$ cat config.mk
export PLATFORM = sky130hd
export DESIGN_NAME = atf_task_file
export DESIGN_NICKNAME = d
export VERILOG_FILES = /design/src/atf_pkg.sv /design/src/atf_fifo.sv /design/src/atf_task_file.sv
export SDC_FILE = /design/constraint.sdc
export NUM_CORES = 1
export LEC_CHECK = 0
export ABC_AREA = 1
export BUFFER_PORTS_ARGS = -buffer_cell sky130_fd_sc_hd__buf_2
export CORE_ASPECT_RATIO = 1.25
export CORE_UTILIZATION = 57
export CTS_CLUSTER_SIZE = 14
export DETAILED_ROUTE_END_ITERATION = 7
export PLACE_DENSITY = 0.8
export SLEW_MARGIN = 15
export SYNTH_ARGS = -nofsm -noshare
export SYNTH_HDL_FRONTEND = slang
export SYNTH_SLANG_ARGS = --single-unit
$ cat constraint.sdc
create_clock -name mclk -period 4.02 [get_ports mclk]
set_input_delay 0.402 -clock mclk [delete_from_list [all_inputs] [get_ports mclk]]
set_output_delay 0.402 -clock mclk [all_outputs]
set_load 0.05 [all_outputs]
$ cat src/atf_pkg.sv
package atf_pkg;
    // ****************************************
    // offsets
    // ****************************************
    localparam logic [3:0] OFS_DATA      = 4'h0;
    localparam logic [3:0] OFS_ERRFEAT   = 4'h1;
    localparam logic [3:0] OFS_SECCNT    = 4'h2;
    localparam logic [3:0] OFS_SECNUM    = 4'h3;
    localparam logic [3:0] OFS_CYLLO     = 4'h4;
    localparam logic [3:0] OFS_CYLHI     = 4'h5;
    localparam logic [3:0] OFS_CARDHEAD  = 4'h6;
    localparam logic [3:0] OFS_STATCMD   = 4'h7;
    localparam logic [3:0] OFS_DUPDATA   = 4'h8;
    localparam logic [3:0] OFS_DUPODD    = 4'h9;
    localparam logic [3:0] OFS_DUPERR    = 4'hd;
    localparam logic [3:0] OFS_ALTSTAT   = 4'he;
    localparam logic [3:0] OFS_DRVADDR   = 4'hf;
    // ****************************************
    // address layout, register reset value, float byte and buffer depth
    // ****************************************
    localparam int         ADDR_W        = 11;
    localparam int         WIN_BIT       = 10;
    localparam int         OFS_W         = 4;
    localparam logic [7:0] REG_RST       = 8'h00;
    localparam logic [7:0] FLOAT_BYTE    = 8'hff;
    localparam int         FIFO_DEPTH    = 4;
endpackage

$ cat src/atf_fifo.sv
`timescale 1ns/1ps
`default_nettype none
module atf_fifo #(
    parameter int WIDTH = 16,
    parameter int DEPTH = 4
) (
    // clock and reset
    input  wire logic             mclk,
    input  wire logic             rstn,
    // fill side
    input  wire logic             inValid,
    output logic                  inReady,
    input  wire logic [WIDTH-1:0] inData,
    // drain side
    output logic                  outValid,
    input  wire logic             outReady,
    output logic      [WIDTH-1:0] outData
);
    localparam int AW = (DEPTH > 1) ? $clog2(DEPTH) : 1;

    initial begin
        if (DEPTH < 2 || (DEPTH & (DEPTH - 1)) != 0) begin
            $error("fifo depth must be a power of two, at least 2");
        end
    end

    logic [WIDTH-1:0] mem [DEPTH];
    logic [AW:0]      wrPtr_ff;
    logic [AW:0]      rdPtr_ff;
    logic             doWr;
    logic             doRd;

    assign inReady  = (wrPtr_ff - rdPtr_ff) != (AW+1)'(DEPTH);
    assign outValid = wrPtr_ff != rdPtr_ff;
    assign outData  = mem[rdPtr_ff[AW-1:0]];
    assign doWr     = inValid && inReady;
    assign doRd     = outValid && outReady;

    always_ff @(posedge mclk) begin
        if (doWr) begin
            mem[wrPtr_ff[AW-1:0]] <= inData;
        end
    end

    always_ff @(posedge mclk or negedge rstn) begin
        if (!rstn) begin
            wrPtr_ff <= '0;
            rdPtr_ff <= '0;
        end else begin
            if (doWr) begin
                wrPtr_ff <= wrPtr_ff + (AW+1)'(1);
            end
            if (doRd) begin
                rdPtr_ff <= rdPtr_ff + (AW+1)'(1);
            end
        end
    end
endmodule
`default_nettype wire

$ cat src/atf_task_file.sv
// Behaviour
// - with both lane enables low, offset 0 is a 16-bit data word on the full bus and address bit 0 is ignored.
// - the data register at offset 0 may also be reached as two byte transfers on the low lane.
// - a low-lane byte pair to the data register moves the even byte first and the odd byte second.
// - a high-lane-only byte at offset 0 reaches error on read and features on write, not the data port.
// - offsets 8, 9 and 0xD decode as duplicates of the data and error/features registers.
// - offset 8 behaves as offset 0, and a byte access at offset 9 moves only the odd byte.
// - a byte at offset 9 followed by one at offset 8 moves the odd byte then the even byte.
// - repeated byte accesses at offset 8 or 0 step through the buffer even then odd.
// - repeated word accesses at offset 8, 9 or 0 each advance one word.
// - alternating byte accesses at 8 then 9 step through consecutive bytes even then odd.
// - address lines not used for register selection are ignored, so the set aliases.
// - in memory mode the registers sit in the common memory window of 0 to 2 KByte.
// - in memory mode even addresses 400H-7FFH act as offset 8 and odd ones as offset 9.
// - the 1 KByte window reaches the sequential data FIFO, never random buffer bytes, except that a high-lane-only byte at an even address reaches error/features.
`timescale 1ns/1ps
`default_nettype none
module atf_task_file
    import atf_pkg::*;
#(
    parameter int DEPTH = atf_pkg::FIFO_DEPTH
) (
    // clock and reset
    input  wire logic                      mclk,
    input  wire logic                      rstn,
    // host bus
    input  wire logic                      regSelectN,
    input  wire logic                      memModeN,
    input  wire logic [atf_pkg::ADDR_W-1:0] hostAddr,
    input  wire logic                      low_lane_enable_n,
    input  wire logic                      high_lane_enable_n,
    input  wire logic                      io_read_strobe_n,
    input  wire logic                      io_write_strobe_n,
    input  wire logic [15:0]               hostDataIn,
    output logic      [15:0]               hostDataOut,
    output logic      [1:0]                hostDataOutEnN,
    // buffer fill side, card core to host (read data)
    input  wire logic                      rdFillValid,
    output logic                           rdFillReady,
    input  wire logic [15:0]               rdFillData,
    // buffer drain side, host to card core (write data)
    output logic                           wrDrainValid,
    input  wire logic                      wrDrainReady,
    output logic      [15:0]               wrDrainData,
    // card core status and command
    input  wire logic [7:0]                coreStatus,
    input  wire logic [7:0]                coreError,
    input  wire logic [7:0]                coreDriveAddr,
    output logic      [7:0]                cmdCode,
    output logic                           cmdStrobe,
    output logic      [7:0]                featuresReg,
    output logic      [7:0]                devControlReg,
    output logic      [7:0]                secCountReg,
    output logic      [7:0]                secNumReg,
    output logic      [7:0]                cylLoReg,
    output logic      [7:0]                cylHiReg,
    output logic      [7:0]                cardHeadReg
);
    import atf_pkg::*;

    initial begin
        if (DEPTH < 2) begin
            $error("buffer depth below 2 not supported");
        end
    end

    // ****************************************
    // access decode
    // ****************************************
    typedef enum logic [1:0] {ACC_NONE, ACC_WORD, ACC_LOW, ACC_HIGH} atf_lane_t;

    function automatic atf_lane_t laneOf(input logic ce1n, input logic ce2n);
        if (!ce1n && !ce2n) begin
            return ACC_WORD;
        end else if (!ce1n) begin
            return ACC_LOW;
        end else if (!ce2n) begin
            return ACC_HIGH;
        end
        return ACC_NONE;
    endfunction

    logic            rdStb_ff;
    logic            wrStb_ff;
    logic            inSpace;
    logic [OFS_W-1:0] ofs;
    logic            rdEdge;
    logic            wrEdge;
    atf_lane_t       lane;

    // only A3..A0 select, and in memory mode A10 picks the data window
    always_comb begin
        inSpace = !memModeN ? regSelectN : !regSelectN;
        ofs     = hostAddr[OFS_W-1:0];
        if (!memModeN && hostAddr[WIN_BIT]) begin
            ofs = hostAddr[0] ? OFS_DUPODD : OFS_DUPDATA;
        end
        // a0 is a don't-care for a word access at the data port
        if (ofs == OFS_DATA || ofs == OFS_ERRFEAT || ofs == OFS_DUPDATA) begin
            if (laneOf(low_lane_enable_n, high_lane_enable_n) == ACC_WORD) begin
                ofs = OFS_DATA;
            end
        end
    end

    assign lane   = laneOf(low_lane_enable_n, high_lane_enable_n);
    assign rdEdge = inSpace && lane != ACC_NONE && !io_read_strobe_n && !rdStb_ff;
    assign wrEdge = inSpace && lane != ACC_NONE && !io_write_strobe_n && !wrStb_ff;

    always_ff @(posedge mclk or negedge rstn) begin
        if (!rstn) begin
            rdStb_ff <= 1'b0;
            wrStb_ff <= 1'b0;
        end else begin
            rdStb_ff <= inSpace && lane != ACC_NONE && !io_read_strobe_n;
            wrStb_ff <= inSpace && lane != ACC_NONE && !io_write_strobe_n;
        end
    end

    // ****************************************
    // data port classification
    // ****************************************
    logic isWordData;
    logic isEvenByte;
    logic isOddByte;

    always_comb begin
        isWordData = 1'b0;
        isEvenByte = 1'b0;
        isOddByte  = 1'b0;
        if (lane == ACC_WORD && (ofs == OFS_DATA || ofs == OFS_DUPDATA || ofs == OFS_DUPODD)) begin
            isWordData = 1'b1;
        end else if (lane == ACC_LOW && (ofs == OFS_DATA || ofs == OFS_DUPDATA)) begin
            isEvenByte = 1'b1;
        end else if (lane == ACC_LOW && ofs == OFS_DUPODD) begin
            isOddByte = 1'b1;
        end
    end

    // ****************************************
    // read buffer
    // ****************************************
    logic        rdValid;
    logic        rdPop;
    logic [15:0] rdWord;
    logic        rdEvenDone_ff;
    logic        rdOddDone_ff;
    logic        rdByteStep;
    logic        rdOddHalf;

    atf_fifo #(.WIDTH(16), .DEPTH(DEPTH)) u_rdFifo (
        .mclk     (mclk),
        .rstn     (rstn),
        .inValid  (rdFillValid),
        .inReady  (rdFillReady),
        .inData   (rdFillData),
        .outValid (rdValid),
        .outReady (rdPop),
        .outData  (rdWord)
    );

    // a second byte at 0/8 after the even half is the odd half
    assign rdOddHalf  = isOddByte || (isEvenByte && rdEvenDone_ff);
    // a word is consumed once both halves have gone out, in either order
    assign rdByteStep = rdEdge && ((rdOddHalf && rdEvenDone_ff) || (!rdOddHalf && isEvenByte && rdOddDone_ff));
    assign rdPop      = rdValid && ((rdEdge && isWordData) || rdByteStep);

    always_ff @(posedge mclk or negedge rstn) begin
        if (!rstn) begin
            rdEvenDone_ff <= 1'b0;
            rdOddDone_ff  <= 1'b0;
        end else if (rdByteStep || (rdEdge && isWordData)) begin
            rdEvenDone_ff <= 1'b0;
            rdOddDone_ff  <= 1'b0;
        end else if (rdEdge && rdOddHalf) begin
            // repeated odd-only reads just replay the same half
            rdOddDone_ff  <= 1'b1;
        end else if (rdEdge && isEvenByte) begin
            rdEvenDone_ff <= 1'b1;
        end
    end

    // ****************************************
    // write buffer
    // ****************************************
    logic [7:0]  wrEven_ff;
    logic        wrHaveEven_ff;
    logic        wrHaveOdd_ff;
    logic [7:0]  wrOdd_ff;
    logic        wrPush;
    logic [15:0] wrWord;
    logic        wrFillReady;
    logic        wrOddHalf;

    assign wrOddHalf = isOddByte || (isEvenByte && wrHaveEven_ff);

    always_comb begin
        wrPush = 1'b0;
        wrWord = {hostDataIn[15:8], hostDataIn[7:0]};
        if (wrEdge && isWordData) begin
            wrPush = 1'b1;
        end else if (wrEdge && wrOddHalf && wrHaveEven_ff) begin
            wrPush = 1'b1;
            wrWord = {hostDataIn[7:0], wrEven_ff};
        end else if (wrEdge && isEvenByte && wrHaveOdd_ff) begin
            wrPush = 1'b1;
            wrWord = {wrOdd_ff, hostDataIn[7:0]};
        end
    end

    // host writes are dropped while the buffer is full; host must pace on status
    atf_fifo #(.WIDTH(16), .DEPTH(DEPTH)) u_wrFifo (
        .mclk     (mclk),
        .rstn     (rstn),
        .inValid  (wrPush),
        .inReady  (wrFillReady),
        .inData   (wrWord),
        .outValid (wrDrainValid),
        .outReady (wrDrainReady),
        .outData  (wrDrainData)
    );

    always_ff @(posedge mclk or negedge rstn) begin
        if (!rstn) begin
            wrEven_ff     <= REG_RST;
            wrOdd_ff      <= REG_RST;
            wrHaveEven_ff <= 1'b0;
            wrHaveOdd_ff  <= 1'b0;
        end else if (wrPush || (wrEdge && isWordData)) begin
            wrHaveEven_ff <= 1'b0;
            wrHaveOdd_ff  <= 1'b0;
        end else if (wrEdge && wrOddHalf) begin
            wrOdd_ff      <= hostDataIn[7:0];
            wrHaveOdd_ff  <= 1'b1;
        end else if (wrEdge && isEvenByte) begin
            wrEven_ff     <= hostDataIn[7:0];
            wrHaveEven_ff <= 1'b1;
        end
    end

    // ****************************************
    // task file registers
    // ****************************************
    logic byteErrFeat;
    assign byteErrFeat = (lane == ACC_HIGH && (ofs == OFS_DATA || ofs == OFS_DUPDATA))
                      || ofs == OFS_ERRFEAT || ofs == OFS_DUPERR;

    always_ff @(posedge mclk or negedge rstn) begin
        if (!rstn) begin
            featuresReg   <= REG_RST;
            devControlReg <= REG_RST;
            secCountReg   <= REG_RST;
            secNumReg     <= REG_RST;
            cylLoReg      <= REG_RST;
            cylHiReg      <= REG_RST;
            cardHeadReg   <= REG_RST;
            cmdCode       <= REG_RST;
            cmdStrobe     <= 1'b0;
        end else begin
            cmdStrobe <= 1'b0;
            if (wrEdge && byteErrFeat) begin
                featuresReg <= lane == ACC_HIGH ? hostDataIn[15:8] : hostDataIn[7:0];
            end else if (wrEdge && !isWordData && !isEvenByte && !isOddByte) begin
                unique case (ofs)
                    OFS_SECCNT:   secCountReg   <= hostDataIn[7:0];
                    OFS_SECNUM:   secNumReg     <= hostDataIn[7:0];
                    OFS_CYLLO:    cylLoReg      <= hostDataIn[7:0];
                    OFS_CYLHI:    cylHiReg      <= hostDataIn[7:0];
                    OFS_CARDHEAD: cardHeadReg   <= hostDataIn[7:0];
                    OFS_STATCMD: begin
                        cmdCode   <= hostDataIn[7:0];
                        cmdStrobe <= 1'b1;
                    end
                    OFS_ALTSTAT:  devControlReg <= hostDataIn[7:0];
                    default: begin
                    end
                endcase
            end
        end
    end

    // ****************************************
    // read data path
    // ****************************************
    logic [7:0] rdByte;

    always_comb begin
        unique case (ofs)
            OFS_SECCNT:   rdByte = secCountReg;
            OFS_SECNUM:   rdByte = secNumReg;
            OFS_CYLLO:    rdByte = cylLoReg;
            OFS_CYLHI:    rdByte = cylHiReg;
            OFS_CARDHEAD: rdByte = cardHeadReg;
            OFS_STATCMD:  rdByte = coreStatus;
            OFS_ALTSTAT:  rdByte = coreStatus;
            OFS_DRVADDR:  rdByte = coreDriveAddr;
            default:      rdByte = FLOAT_BYTE;
        endcase
        if (byteErrFeat) begin
            rdByte = coreError;
        end else if (rdOddHalf) begin
            rdByte = rdWord[15:8];
        end else if (isEvenByte) begin
            rdByte = rdWord[7:0];
        end
    end

    always_ff @(posedge mclk or negedge rstn) begin
        if (!rstn) begin
            hostDataOut    <= 16'h0000;
            hostDataOutEnN <= 2'h3;
        end else if (inSpace && !io_read_strobe_n && lane != ACC_NONE) begin
            if (isWordData) begin
                hostDataOut    <= rdWord;
                hostDataOutEnN <= 2'h0;
            end else if (lane == ACC_HIGH) begin
                hostDataOut    <= {rdByte, 8'h00};
                hostDataOutEnN <= 2'h1;
            end else begin
                hostDataOut    <= {8'h00, rdByte};
                hostDataOutEnN <= 2'h2;
            end
        end else begin
            hostDataOutEnN <= 2'h3;
        end
    end
endmodule
`default_nettype wire

After elaboration in Yosys (flattened, before gate mapping)
Memories as Yosys holds them, arrays and structs flattened.
Cells that the tools add are included.

storage, ports and cells
  word-level logic and storage cells = 190
  output and inout bits = 101
  memories = 2
  flip-flop bits (word level) = 117
  memory bits (writable) = 128
  input port bits = 77

cells by class
  multiplexer cells = 54
  add/sub/neg operators = 6
  bitwise logic cells = 3
  reductions and logical operators = 78
  equality and inequality tests = 24

memories
  memory        words  width  read ports  clocked after Yosys merged registers in  write ports  RTL line        text
  u_rdFifo.mem  4      16     1           0                                        1            atf_fifo.sv:27  logic [WIDTH-1:0] mem [DEPTH];
  u_wrFifo.mem  4      16     1           0                                        1            atf_fifo.sv:27

operators with widths
  kind                   number
  $mux W16               5
  $pmux W8 S7            1
  $logic_and A1 B1 Y1    36
  $mux W1                32
  $mux W8                4
  $eq A4 B4 Y1 const B   6
  $reduce_and A3 Y1      8
  $mux W2                9
  $eq A4 B3 Y1 const B   4
  $add A3 B1 Y3 const B  4
  $logic_not A1 Y1       12
  $mux W4                3
  $logic_or A1 B1 Y1     11
  $reduce_bool A2 Y1     5
  $eq A4 B1 Y1 const B   2
  $eq A4 B2 Y1 const B   2
  $logic_not A4 Y1       2
  $ne A3 B3 Y1           2
  $ne A3 B3 Y1 const B   2
  $reduce_and A2 Y1      3
  $sub A3 B3 Y3          2
  $eq A2 B1 Y1 const B   2
  $eq A2 B2 Y1 const B   2
  $not A1 Y1             3
  3 further kinds        3

Depth between registers and ports, before layout
Gate-level depths: netlist of run 1.

  depth after elaboration = 27
  gate-level depth with buffers = 15
  mapped depth without buffers = 14

Modules after synthesis
From an unflattened synthesis of run 1, not the netlist that was laid out.

second synthesis, totals
  cells, all modules = 1,209
  area total of the unflattened synthesis = 11,349.6 um^2

modules (own cells, without submodules)
  module               sequential area each (um^2)  cells an instance  instances  area an instance (um^2)
  atf_task_file        2,630.0                      775                1          5,699.2
  atf_fifo (u_rdFifo)  2,072.0                      217                1          2,826.5
  atf_fifo (u_wrFifo)  2,072.0                      217                1          2,824.0

Worst setup path before layout of run 1
OpenSTA, ideal clock, no wires.

  path kind = reg-to-reg
  from = register u_rdFifo.rdPtr_ff[1]
  to = memory u_rdFifo.mem[3][0], enable pin
  arrival = 3.120 ns
  slack = 0.509 ns
  library setup time = 0.391 ns
  buffers on the path = 2
  data required time = 3.629 ns
  period minus slack after synthesis = 3.511 ns
  stages on the path, launching flop included = 11
  cells stage by stage = dfrtp_1 > buf_2 > inv_2 > clkbuf_1 > ha_1 > a21oi_1 > inv_1 > or2_2 > nand4_1 > nand2_1 > nor2_1

between the ends
  word-level cells in the longest chain between the ends = 5

ends and longest elaborated chain
  what                           RTL line             text
  start, declared                atf_fifo.sv:29       logic [AW:0] rdPtr_ff;
  start signal, assigned         atf_fifo.sv:54       rdPtr_ff <= rdPtr_ff + (AW+1)'(1);
  $sub A3 B3 Y3                  atf_fifo.sv:33       assign inReady = (wrPtr_ff - rdPtr_ff) != (AW+1)'(DEPTH);
  $ne A3 B3 Y1                   atf_fifo.sv:33
  named net rdFillReady          atf_task_file.sv:39  output logic rdFillReady,
  $logic_and A1 B1 Y1            atf_fifo.sv:36       assign doWr = inValid && inReady;
  $mux W1                        atf_fifo.sv:40       if (doWr) begin
  $mux W1 (not written as such)  atf_fifo.sv:41       mem[wrPtr_ff[AW-1:0]] <= inData;
  end, declared                  atf_fifo.sv:27

The timed path passes the listed nets, and every way through them passes these cells.

Worst setup path in the final report of run 1
  from = register u_rdFifo.rdPtr_ff[1]
  to = output rdFillReady

between the ends
  word-level cells in the longest chain between the ends = 2

ends and longest elaborated chain
  what           RTL line
  $sub A3 B3 Y3  atf_fifo.sv:33
  $ne A3 B3 Y1   atf_fifo.sv:33
  end, declared  atf_task_file.sv:39

Every way passes these cells.

==> qor.yml, run 1 <==
status: "finished with violations"
violations: "negative hold slack"
fp.dieW_um: 127
netlist_instances: 1158
nNetsFinal: 1419
fillers: 1463
dieHeight_um: 158
setup_viol: 0
num_vias: 8921
synth_edf_count: 128
cts-resized-gates: 0
cts_tree: "yes"
holdCritPathClass: "in2async"
critical_path_class: "reg2out"
reg2reg_from: "u_wrFifo.rdPtr_ff[1]$_DFFE_PN0P_"
rows: 56
cts-root-buf: "clkbuf_16"
rsz0062_at_grt: "false"
ys_ff_latch: 245
cap_violations: 0
yosysSeqAreaShare_pct: 60.7
hold_viol_final: 2
grt_pass1_wl_um: 43600
layout-drive-gt1-share_pct: 21.6
numCtsBuffers: 24
async_flop_share_pct: 47.8
ys_types: 42
syn_area_mm2: 0.0112
multi_input_area_mm2: 0.00374
finalCriticalPeriod_ns: 2.91
placed_area_mm2: 0.0123
synth_nets: 1249
startpoint_type: "flop"
fp.coreArea_mm2: 0.0190
post-cts-setup-buffers: 0
syn_to_final_growth_pct: 17.0
arrival_ns: 2.51
grt_max_degree: 67
place_hpwl_um: 19200
seqCellArea_mm2: 0.00677
synth_warnings: 0
holdBufCountCts: 0
fp.dieArea_mm2: 0.0202
setup_tns_ns: 0
gp_congestion: 0.891
avgSynthCellArea_um2: 9.64
first_pass_iters: 5
vdd_drop_max_mv: 0.537
cp_max_fo: 19
fin_skew_ns: 0.0174
grt_pass1_vias: 8292
post-route-util_pct: 68.8
worst_hold_slack_ns: -0.00261
insertion_delay_ns: 0.53
fin_area_mm2: 0.0131
grt_overflow: 0
wl_per_cell_um: 17.6
portBuffers: 171
post-route-period-util_pct: 72.4
path_clk_slew_ns: 0.06
crit_start: "u_rdFifo.rdPtr_ff[1]$_DFFE_PN0P_"
start_util_pct: 58.8
cts.htree.levels: 1
grt_use_total_pct: 28.5
p_total_uw: 8730
timing.fmax_mhz: 343
worst_pin_slew_ns: 0.867
crit_required_ns: 3.62
power.leakage_uw: 0.00596
drc: 0
ant_nets: 0
synth-main-ff-cell: "edfxtp_1"
via_per_inst: 5.54
clock_path_buffers: 3
ios: 178
endpoint_kind: "primary output"
placed_cells: 1563
wl_um: 28400
antenna_found_initial: 2
final_cells: 1611
p_per_area_mw_per_mm2: 669
max_slew_margin_pct: 42.2
first_iter_violations: 775
clock-sinks: 245
report.final.slew_viol_count: 0
metrics by stage:
stage                     hold slack (ns)  setup slack [ns]
final                            -0.00261              1.11
after floorplan                     0.106             0.509
after detailed placement            0.459              1.14
after CTS                          0.0105              1.07
after global placement              0.456              1.17
after global routing               0.0568             0.978
worst max-delay path, stage by stage, from the launching register on:
cell	delay (ns)
dfrtp_1	0.37
buf_4	0.20
inv_2	0.27
ha_1	0.32
a21oi_1	0.15
inv_1	0.06
or2_2	0.27
nand4_1	0.09
buf_2	0.27
power by group:
part           internal (µW)  switching (µW)
logic                    817            2370
registers               3100             269
clock network           1230             942
total                   5150            3580
cells in the mapped netlist (3+ instances only):
cell / instances / area (µm²)
ha_1: 14 / 175
a31oi_1: 8 / 50.1
nand2_4: 4 / 45.0
clkinv_1: 3 / 11.3
buf_2: 15 / 75.1
or2_2: 25 / 156
nor2_2: 5 / 31.3
o22ai_1: 18 / 113
nand2_1: 266 / 998
a21boi_1: 14 / 105
nand4_1: 32 / 200
dfrtp_1: 115 / 2880
nand3_1: 40 / 200
inv_2: 7 / 26.3
xnor2_1: 5 / 43.8
a32o_1: 7 / 70.1
edfxtp_1: 128 / 3840
nor3_1: 8 / 40.0
inv_1: 110 / 413
o21ai_0: 103 / 515
xor2_1: 4 / 35.0
clkbuf_1: 21 / 78.8
o21ai_1: 30 / 150
buf_1: 7 / 26.3
nand2_2: 8 / 50.1
nor2_1: 104 / 390
a21oi_1: 34 / 170
nor2_4: 4 / 45.0
metal layers:
metal	vias up	GRT usage (%)	routed length, µm
met5	-	0	0
met4	0	11.2	935
met3	69	4.27	2190
met2	385	51.1	14500
met1	4246	34.9	10700
li1	4221	-	-
worst paths after layout:
kind                       slack, ns  cells past startpoint                               end
setup reg to reg                1.25                      9      u_wrFifo.mem[1][4]$_DFFE_PP_
max in group asynchronous       3.09                      2       hostDataOutEnN[1]$_DFF_PN1_
min in group mclk               0.06                      2                wrStb_ff$_DFF_PN0_
setup / recovery                1.11                      8                       rdFillReady
hold reg to reg                 0.47                      2           wrOdd_ff[0]$_DFFE_PN0P_
hold / removal                -0.003                      1  u_rdFifo.wrPtr_ff[0]$_DFFE_PN0P_
layout make-up:
class / instances / area share (%)
Clock buffer: 34 / 5.42
Multi-Input combinational cell: 747 / 28.6
Sequential cell: 245 / 51.9
Antenna cell: 4 / 0.0766
Timing Repair Buffer: 189 / 7.61
Clock inverter: 10 / 0.431
Inverter: 121 / 3.50
Tap cell: 261 / 2.50
state kept, by name, summed over array words and instances, names as in the netlist, 8 cells and up:
name and flops:
wrOdd_ff 8, cylHiReg 8, secCountReg 8, devControlReg 8, secNumReg 8, u_wrFifo.mem 64
cmdCode 8, cardHeadReg 8, wrEven_ff 8, featuresReg 8, cylLoReg 8, u_rdFifo.mem 64
hostDataOut 16
cells in the final DEF (no fill, tap or decap), types with 4 or more instances in the layout:
cell type	synthesis	routed
buf_4	1	19
inv_1	110	110
buf_2	15	170
or2_2	25	25
a32o_1	7	7
ha_1	14	14
o22ai_1	18	18
nor2_4	4	4
xnor2_1	5	5
clkbuf_16	0	27
a31oi_1	8	8
diode_2	0	4
clkbuf_1	21	4
inv_2	7	7
xor2_1	4	4
nor3_1	8	8
nor2_1	104	104
nand2_4	4	4
clkinv_1	3	6
dfrtp_1	115	115
a21oi_1	34	34
nor2_2	5	5
nand2_1	266	266
o21ai_1	30	30
nand3_1	40	40
o21ai_0	103	103
a21boi_1	14	14
clkinv_2	0	4
nand4_1	32	32
edfxtp_1	128	128
nand2_2	8	8
logic make-up (layout without fill, tap and decap cells):
family,after synthesis,after routing,synth area share (%)
compound gates,221,221,11.1
xor+xnor,9,9,0.706
fa+ha+maj,15,15,1.66
buf+inv,166,354,5.87
flops,245,245,60.7
other cells,0,4,0
simple gates,502,502,20.0
Note: power is estimated with default switching activity, not from simulation.
==> inputs of run 2 (changes only) <==
==> constraint.sdc (replaced) <==
create_clock -name mclk -period 2.7 [get_ports mclk]
set_input_delay 0.27 -clock mclk [delete_from_list [all_inputs] [get_ports mclk]]
set_output_delay 0.27 -clock mclk [all_outputs]
set_load 0.05 [all_outputs]
==> run 2 against run 1 <==
Net effect: the run now ends clean; power rose by 51%; final area rose by 2.5%; setup slack got worse by 0.90 ns; sequential power rose by 48%.
==> qor.yml, run 2 (same netlist as run 1, synthesis figures left out) <==
rows: 56
critical_path_class: "reg2out"
finalCriticalPeriod_ns: 2.50
num_vias: 9038
clock_path_buffers: 3
p_switching_uw: 5320
clock-sinks: 245
startpoint_type: "flop"
syn_to_final_growth_pct: 19.9
post-route-util_pct: 70.5
p_seq_share_pct: 37.6
p_per_area_mw_per_mm2: 988
setup_slack_ns: 0.204
post-route-period-util_pct: 92.4
via_per_inst: 5.53
hold_viol_final: 0
place_hpwl_um: 19500
use_met2_pct: 51.0
cts_tree: "yes"
vdd_drop_max_mv: 0.676
fin_skew_ns: 0.0162
grt.busiest_layer: "met2"
crit_required_ns: 2.43
holdCritPathClass: "in2reg"
dieHeight_um: 158
final_cells: 1634
status: "complete, no violations"
cts.htree.levels: 1
use_met1_pct: 34.4
rsz0062_at_grt: "false"
setup_viol: 0
power.leakage_uw: 0.00608
ant_nets: 0
cp_max_fo: 21
cap_violations: 0
switching_share_pct: 40.2
worst_pin_slew_ns: 0.579
start_util_pct: 58.8
grt_max_degree: 53
fp.coreArea_mm2: 0.0190
grt_util_met3_pct: 4.37
portBuffers: 171
ios: 178
final_cell_mix: "265 x nand2_1, 170 x buf_2, 128 x edfxtp_1, 115 x dfrtp_1, 110 x inv_1"
fin_area_mm2: 0.0134
drc: 0
gp_congestion: 0.861
cts-root-buf: "clkbuf_16"
wl_per_cell_um: 17.4
layout_commonest_cell: "nand2_1"
nNetsFinal: 1445
p_total_uw: 13200
pwr-share-clk_pct: 25.1
max_slew_margin_pct: 61.1
numCtsBuffers: 23
timing.fmax_mhz: 401
placed_cells: 1572
first_iter_violations: 721
grt_pass1_wl_um: 43800
grt_use_total_pct: 28.5
pre_cts_ws_ns: 0.195
arrival_ns: 2.23
wl_um: 28500
antenna_found_initial: 2
grt_overflow: 0
pwr-share-comb_pct: 37.3
internal-power_uw: 7900
post-cts-setup-buffers: 0
endpoint_kind: "primary output"
insertion_delay_ns: 0.51
path_clk_slew_ns: 0.06
fp.dieW_um: 127
fp.dieArea_mm2: 0.0202
first_pass_iters: 6
layout-drive-gt1-share_pct: 22.2
grt_pass1_vias: 8411
report.final.slew_viol_count: 0
fillers: 1363
placed_area_mm2: 0.0124
-- run 2: power groups by stage --
stage                     logic (µW)  registers [µW]  clock network (µW)
final                           4930            4980                3320
after global routing            5310            5030                3510
after CTS                       4930            4970                3330
after detailed placement        4880            5030                   0
after global placement          4780            5020                   0
after floorplan                 2700            5860                   0
-- run 2: final cells by class --
type	count	area (µm²)	share of cell area (%)
repair buffers	216	1250	9.37
diodes	3	7.51	0.0561
clock buffers	34	662	4.94
inverters	121	462	3.45
multi-input cells	747	3790	28.3
flip-flops and latches	245	6770	50.6
clock inverters	7	110	0.823
well taps	261	327	2.44
-- run 2: final timing paths --
path | start | cells after the start | to | slack [ns]
setup / recovery | u_wrFifo.rdPtr_ff[0]$_DFFE_PN0P_ | 6 | wrDrainData[13] | 0.20
hold / removal | hostDataIn[15] | 3 | featuresReg[7]$_DFFE_PN0P_ | 0.08
setup reg to reg | u_wrFifo.wrPtr_ff[1]$_DFFE_PN0N_ | 8 | u_wrFifo.mem[3][1]$_DFFE_PP_ | 0.41
hold reg to reg | wrOdd_ff[4]$_DFFE_PN0P_ | 2 | wrOdd_ff[4]$_DFFE_PN0P_ | 0.48
max in group asynchronous | rstn | 3 | wrOdd_ff[0]$_DFFE_PN0P_ | 1.62
min in group asynchronous | rstn | 2 | hostDataOut[9]$_DFFE_PN0P_ | 0.28
-- run 2: layer usage --
metal | up-vias | routed length [µm]
li1 | 4274 | -
met1 | 4281 | 10600
met2 | 402 | 14500
met3 | 81 | 2210
met4 | 0 | 1220
met5 | - | 0
-- run 2: what timing repair did --
item,in CTS,in global routing
resized for setup,0,0
hold endpoints to repair,98,0
hold buffers,18,0
setup endpoints to repair,0,0
-- run 2: critical path, cell delays in order (launching register included) --
cell and delay (ns):
dfrtp_1 0.38, buf_4 0.19, inv_1 0.30, buf_4 0.32, nor2_1 0.06, o22ai_1 0.17
buf_2 0.29
-- run 2: stage by stage --
step	hold WS, ns	TNS [ns]
floorplan	-0.0256	-11.35
global placement	0.271	0
detailed placement	0.279	0
CTS	0.0594	0
global route	0.0643	0
finish	0.0752	0
==> inputs of run 3 (changes only) <==
--- a/config.mk
+++ b/config.mk
@@ -8,10 +8,10 @@
 export ABC_AREA = 1
 export BUFFER_PORTS_ARGS = -buffer_cell sky130_fd_sc_hd__buf_2
 export CORE_ASPECT_RATIO = 1.25
-export CORE_UTILIZATION = 57
+export CORE_UTILIZATION = 51
 export CTS_CLUSTER_SIZE = 14
 export DETAILED_ROUTE_END_ITERATION = 7
-export PLACE_DENSITY = 0.8
+export PLACE_DENSITY = 0.76
 export SLEW_MARGIN = 15
 export SYNTH_ARGS = -nofsm -noshare
 export SYNTH_HDL_FRONTEND = slang
==> constraint.sdc (replaced) <==
create_clock -name mclk -period 2.2 [get_ports mclk]
set_input_delay 0.22 -clock mclk [delete_from_list [all_inputs] [get_ports mclk]]
set_output_delay 0.22 -clock mclk [all_outputs]
set_load 0.05 [all_outputs]
==> run 3 against run 2 <==
Net effect: via count is 0.41% higher; critical path depth stayed put; first-iteration DRC count is 17% lower; routed wire length is 5.5% higher; register-to-register slack worse by 0.30 ns; non-clock buffer count is 34 higher; sequential share of layout area is 2.3 points lower; die area is 12% higher; highest routed layer unchanged; sequential cell count stayed put; utilization is 5.2 points lower.
==> qor.yml, run 3 (same netlist as run 1, synthesis figures left out) <==
grt_use_total_pct: 26.2
reg2reg_from: "u_rdFifo.rdPtr_ff[1]$_DFFE_PN0P_"
numCtsBuffers: 24
syn_to_final_growth_pct: 25.5
pre_cts_ws_ns: 0.0766
worst_pin_slew_ns: 0.622
wl_met2_um: 16000
final_cells: 1686
grt_max_degree: 44
fillers: 1702
first_pass_iters: 5
hold_viol_final: 0
layout_commonest_cell: "nand2_1"
post-route-period-util_pct: 97.5
cts.htree.levels: 1
wl_per_cell_um: 17.8
first_iter_violations: 598
startpoint_type: "flop"
placed_cells: 1606
p_per_area_mw_per_mm2: 1220
report.final.slew_viol_count: 0
placed_area_mm2: 0.0128
routed.top_layer: "met4"
clock_path_buffers: 3
fin_skew_ns: 0.0119
setup_slack_ns: 0.0545
wl_met1_um: 11100
endpoint: "wrDrainData[2]"
holdCritPathClass: "in2reg"
num_vias: 9075
crit_required_ns: 1.98
grt_pass1_vias: 8787
vdd_drop_max_mv: 1.08
r2r_slack_ns: 0.11
layout-drive-gt1-share_pct: 24.6
setup_viol: 0
final_cell_mix: "265 x nand2_1, 163 x buf_2, 128 x edfxtp_1, 113 x dfrtp_1, 106 x inv_1"
worst_hold_slack_ns: 0.0598
clock-sinks: 245
critical_path_class: "reg2out"
place_hpwl_um: 20700
nNetsFinal: 1480
diodes: 0
ios: 178
fp.dieW_um: 134
timing.fmax_mhz: 466
portBuffers: 171
post-route-util_pct: 65.3
reg2regPathDepth: 10
insertion_delay_ns: 0.52
wl_um: 30100
r2r-end: "u_rdFifo.mem[3][1]$_DFFE_PP_"
rsz0062_at_grt: "true"
critPathMostFrequentCell: "buf_12"
fp.dieArea_mm2: 0.0225
crit_chain: "buf_12, clkinvlp_4, buf_12, nor2_1, o22ai_1, buf_2"
endpoint_kind: "primary output"
grt_overflow: 0
power.leakage_uw: 0.00632
via_per_inst: 5.38
crit_start: "u_wrFifo.rdPtr_ff[0]$_DFFE_PN0P_"
finalCriticalPeriod_ns: 2.15
status: "complete, no violations"
wl_met3_um: 1840
arrival_ns: 1.93
cap_violations: 0
cp_max_fo: 17
antenna_found_initial: 0
min_path_cells: 3
ant_nets: 0
dieHeight_um: 167
slowest_delay_ns: 0.43
path_clk_slew_ns: 0.06
gp_congestion: 0.880
fp.coreArea_mm2: 0.0215
slowest_stage: "dfrtp_2"
cts_tree: "yes"
max_slew_margin_pct: 58.1
start_util_pct: 52.0
drc: 0
fin_area_mm2: 0.0140
cts-root-buf: "clkbuf_16"
rows: 60
grt_pass1_wl_um: 45300
run 3: cell types whose count changed in the layout (fill, tap and decap cells not counted), moves of 5 or more:
cell and change:
buf_2 -7, buf_12 +12, dlygate4sd3_1 +9, nor2_1 -5, buf_4 +15
run 3: metal layers:
layer | vias up | global-route usage [%]
li1 | 4334 | -
met1 | 4316 | 30.3
met2 | 356 | 48.4
met3 | 69 | 3.81
met4 | 0 | 10.5
met5 | - | 0
run 3: final cells by class:
cell class | instances | area [µm²] | share of cell area (%)
inverters | 121 | 465 | 3.32
well taps | 279 | 349 | 2.49
clock buffers | 34 | 689 | 4.92
multi-input cells | 747 | 3860 | 27.6
repair buffers | 250 | 1740 | 12.4
flip-flops and latches | 245 | 6780 | 48.3
clock inverters | 10 | 131 | 0.937
run 3: worst min-delay path by stage:
stage,start,to,slack (ns)
2_1_floorplan,rstn,cardHeadReg[0]$_DFFE_PN0P_,-0.08
3_3_place_gp,rstn,wrStb_ff$_DFF_PN0_,0.19
3_5_place_dp,rstn,cardHeadReg[3]$_DFFE_PN0P_,0.20
4_1_cts,hostDataIn[7],wrOdd_ff[7]$_DFFE_PN0P_,0.05
5_1_grt,hostDataIn[6],wrOdd_ff[6]$_DFFE_PN0P_,0.07
6_report,hostDataIn[7],wrOdd_ff[7]$_DFFE_PN0P_,0.06
run 3: power by group:
group	internal [µW]	switching (µW)	leakage, µW
clock	2540	1740	0.000395
sequential	5670	489	0.00256
combinational	2060	4590	0.00337
total	10300	6820	0.00632
run 3: critical path, delay by kind of cell (launching register included):
family / cells / cell delay, ns
buf+inv: 4 / 0.72
compound gates: 1 / 0.20
simple gates: 1 / 0.05
flops: 1 / 0.43
run 3: what timing repair did:
item / CTS / global route
resized for setup: 10 / 12
hold endpoints to repair: 99 / 0
pin swaps: 0 / 2
cloned: 0 / 2
hold buffers: 27 / 0
setup buffers: 0 / 7
endpoints found under the setup margin: 10 / 79
run 3: per-stage QoR:
| step | TNS [ns] | power [µW] |
|---|---|---|
| after floorplan | -26.28 | 10600 |
| after global placement | 0 | 12300 |
| after detailed placement | 0 | 12400 |
| after CTS | -0.0505 | 16800 |
| after global routing | -0.0581 | 17800 |
| final | 0 | 17100 |
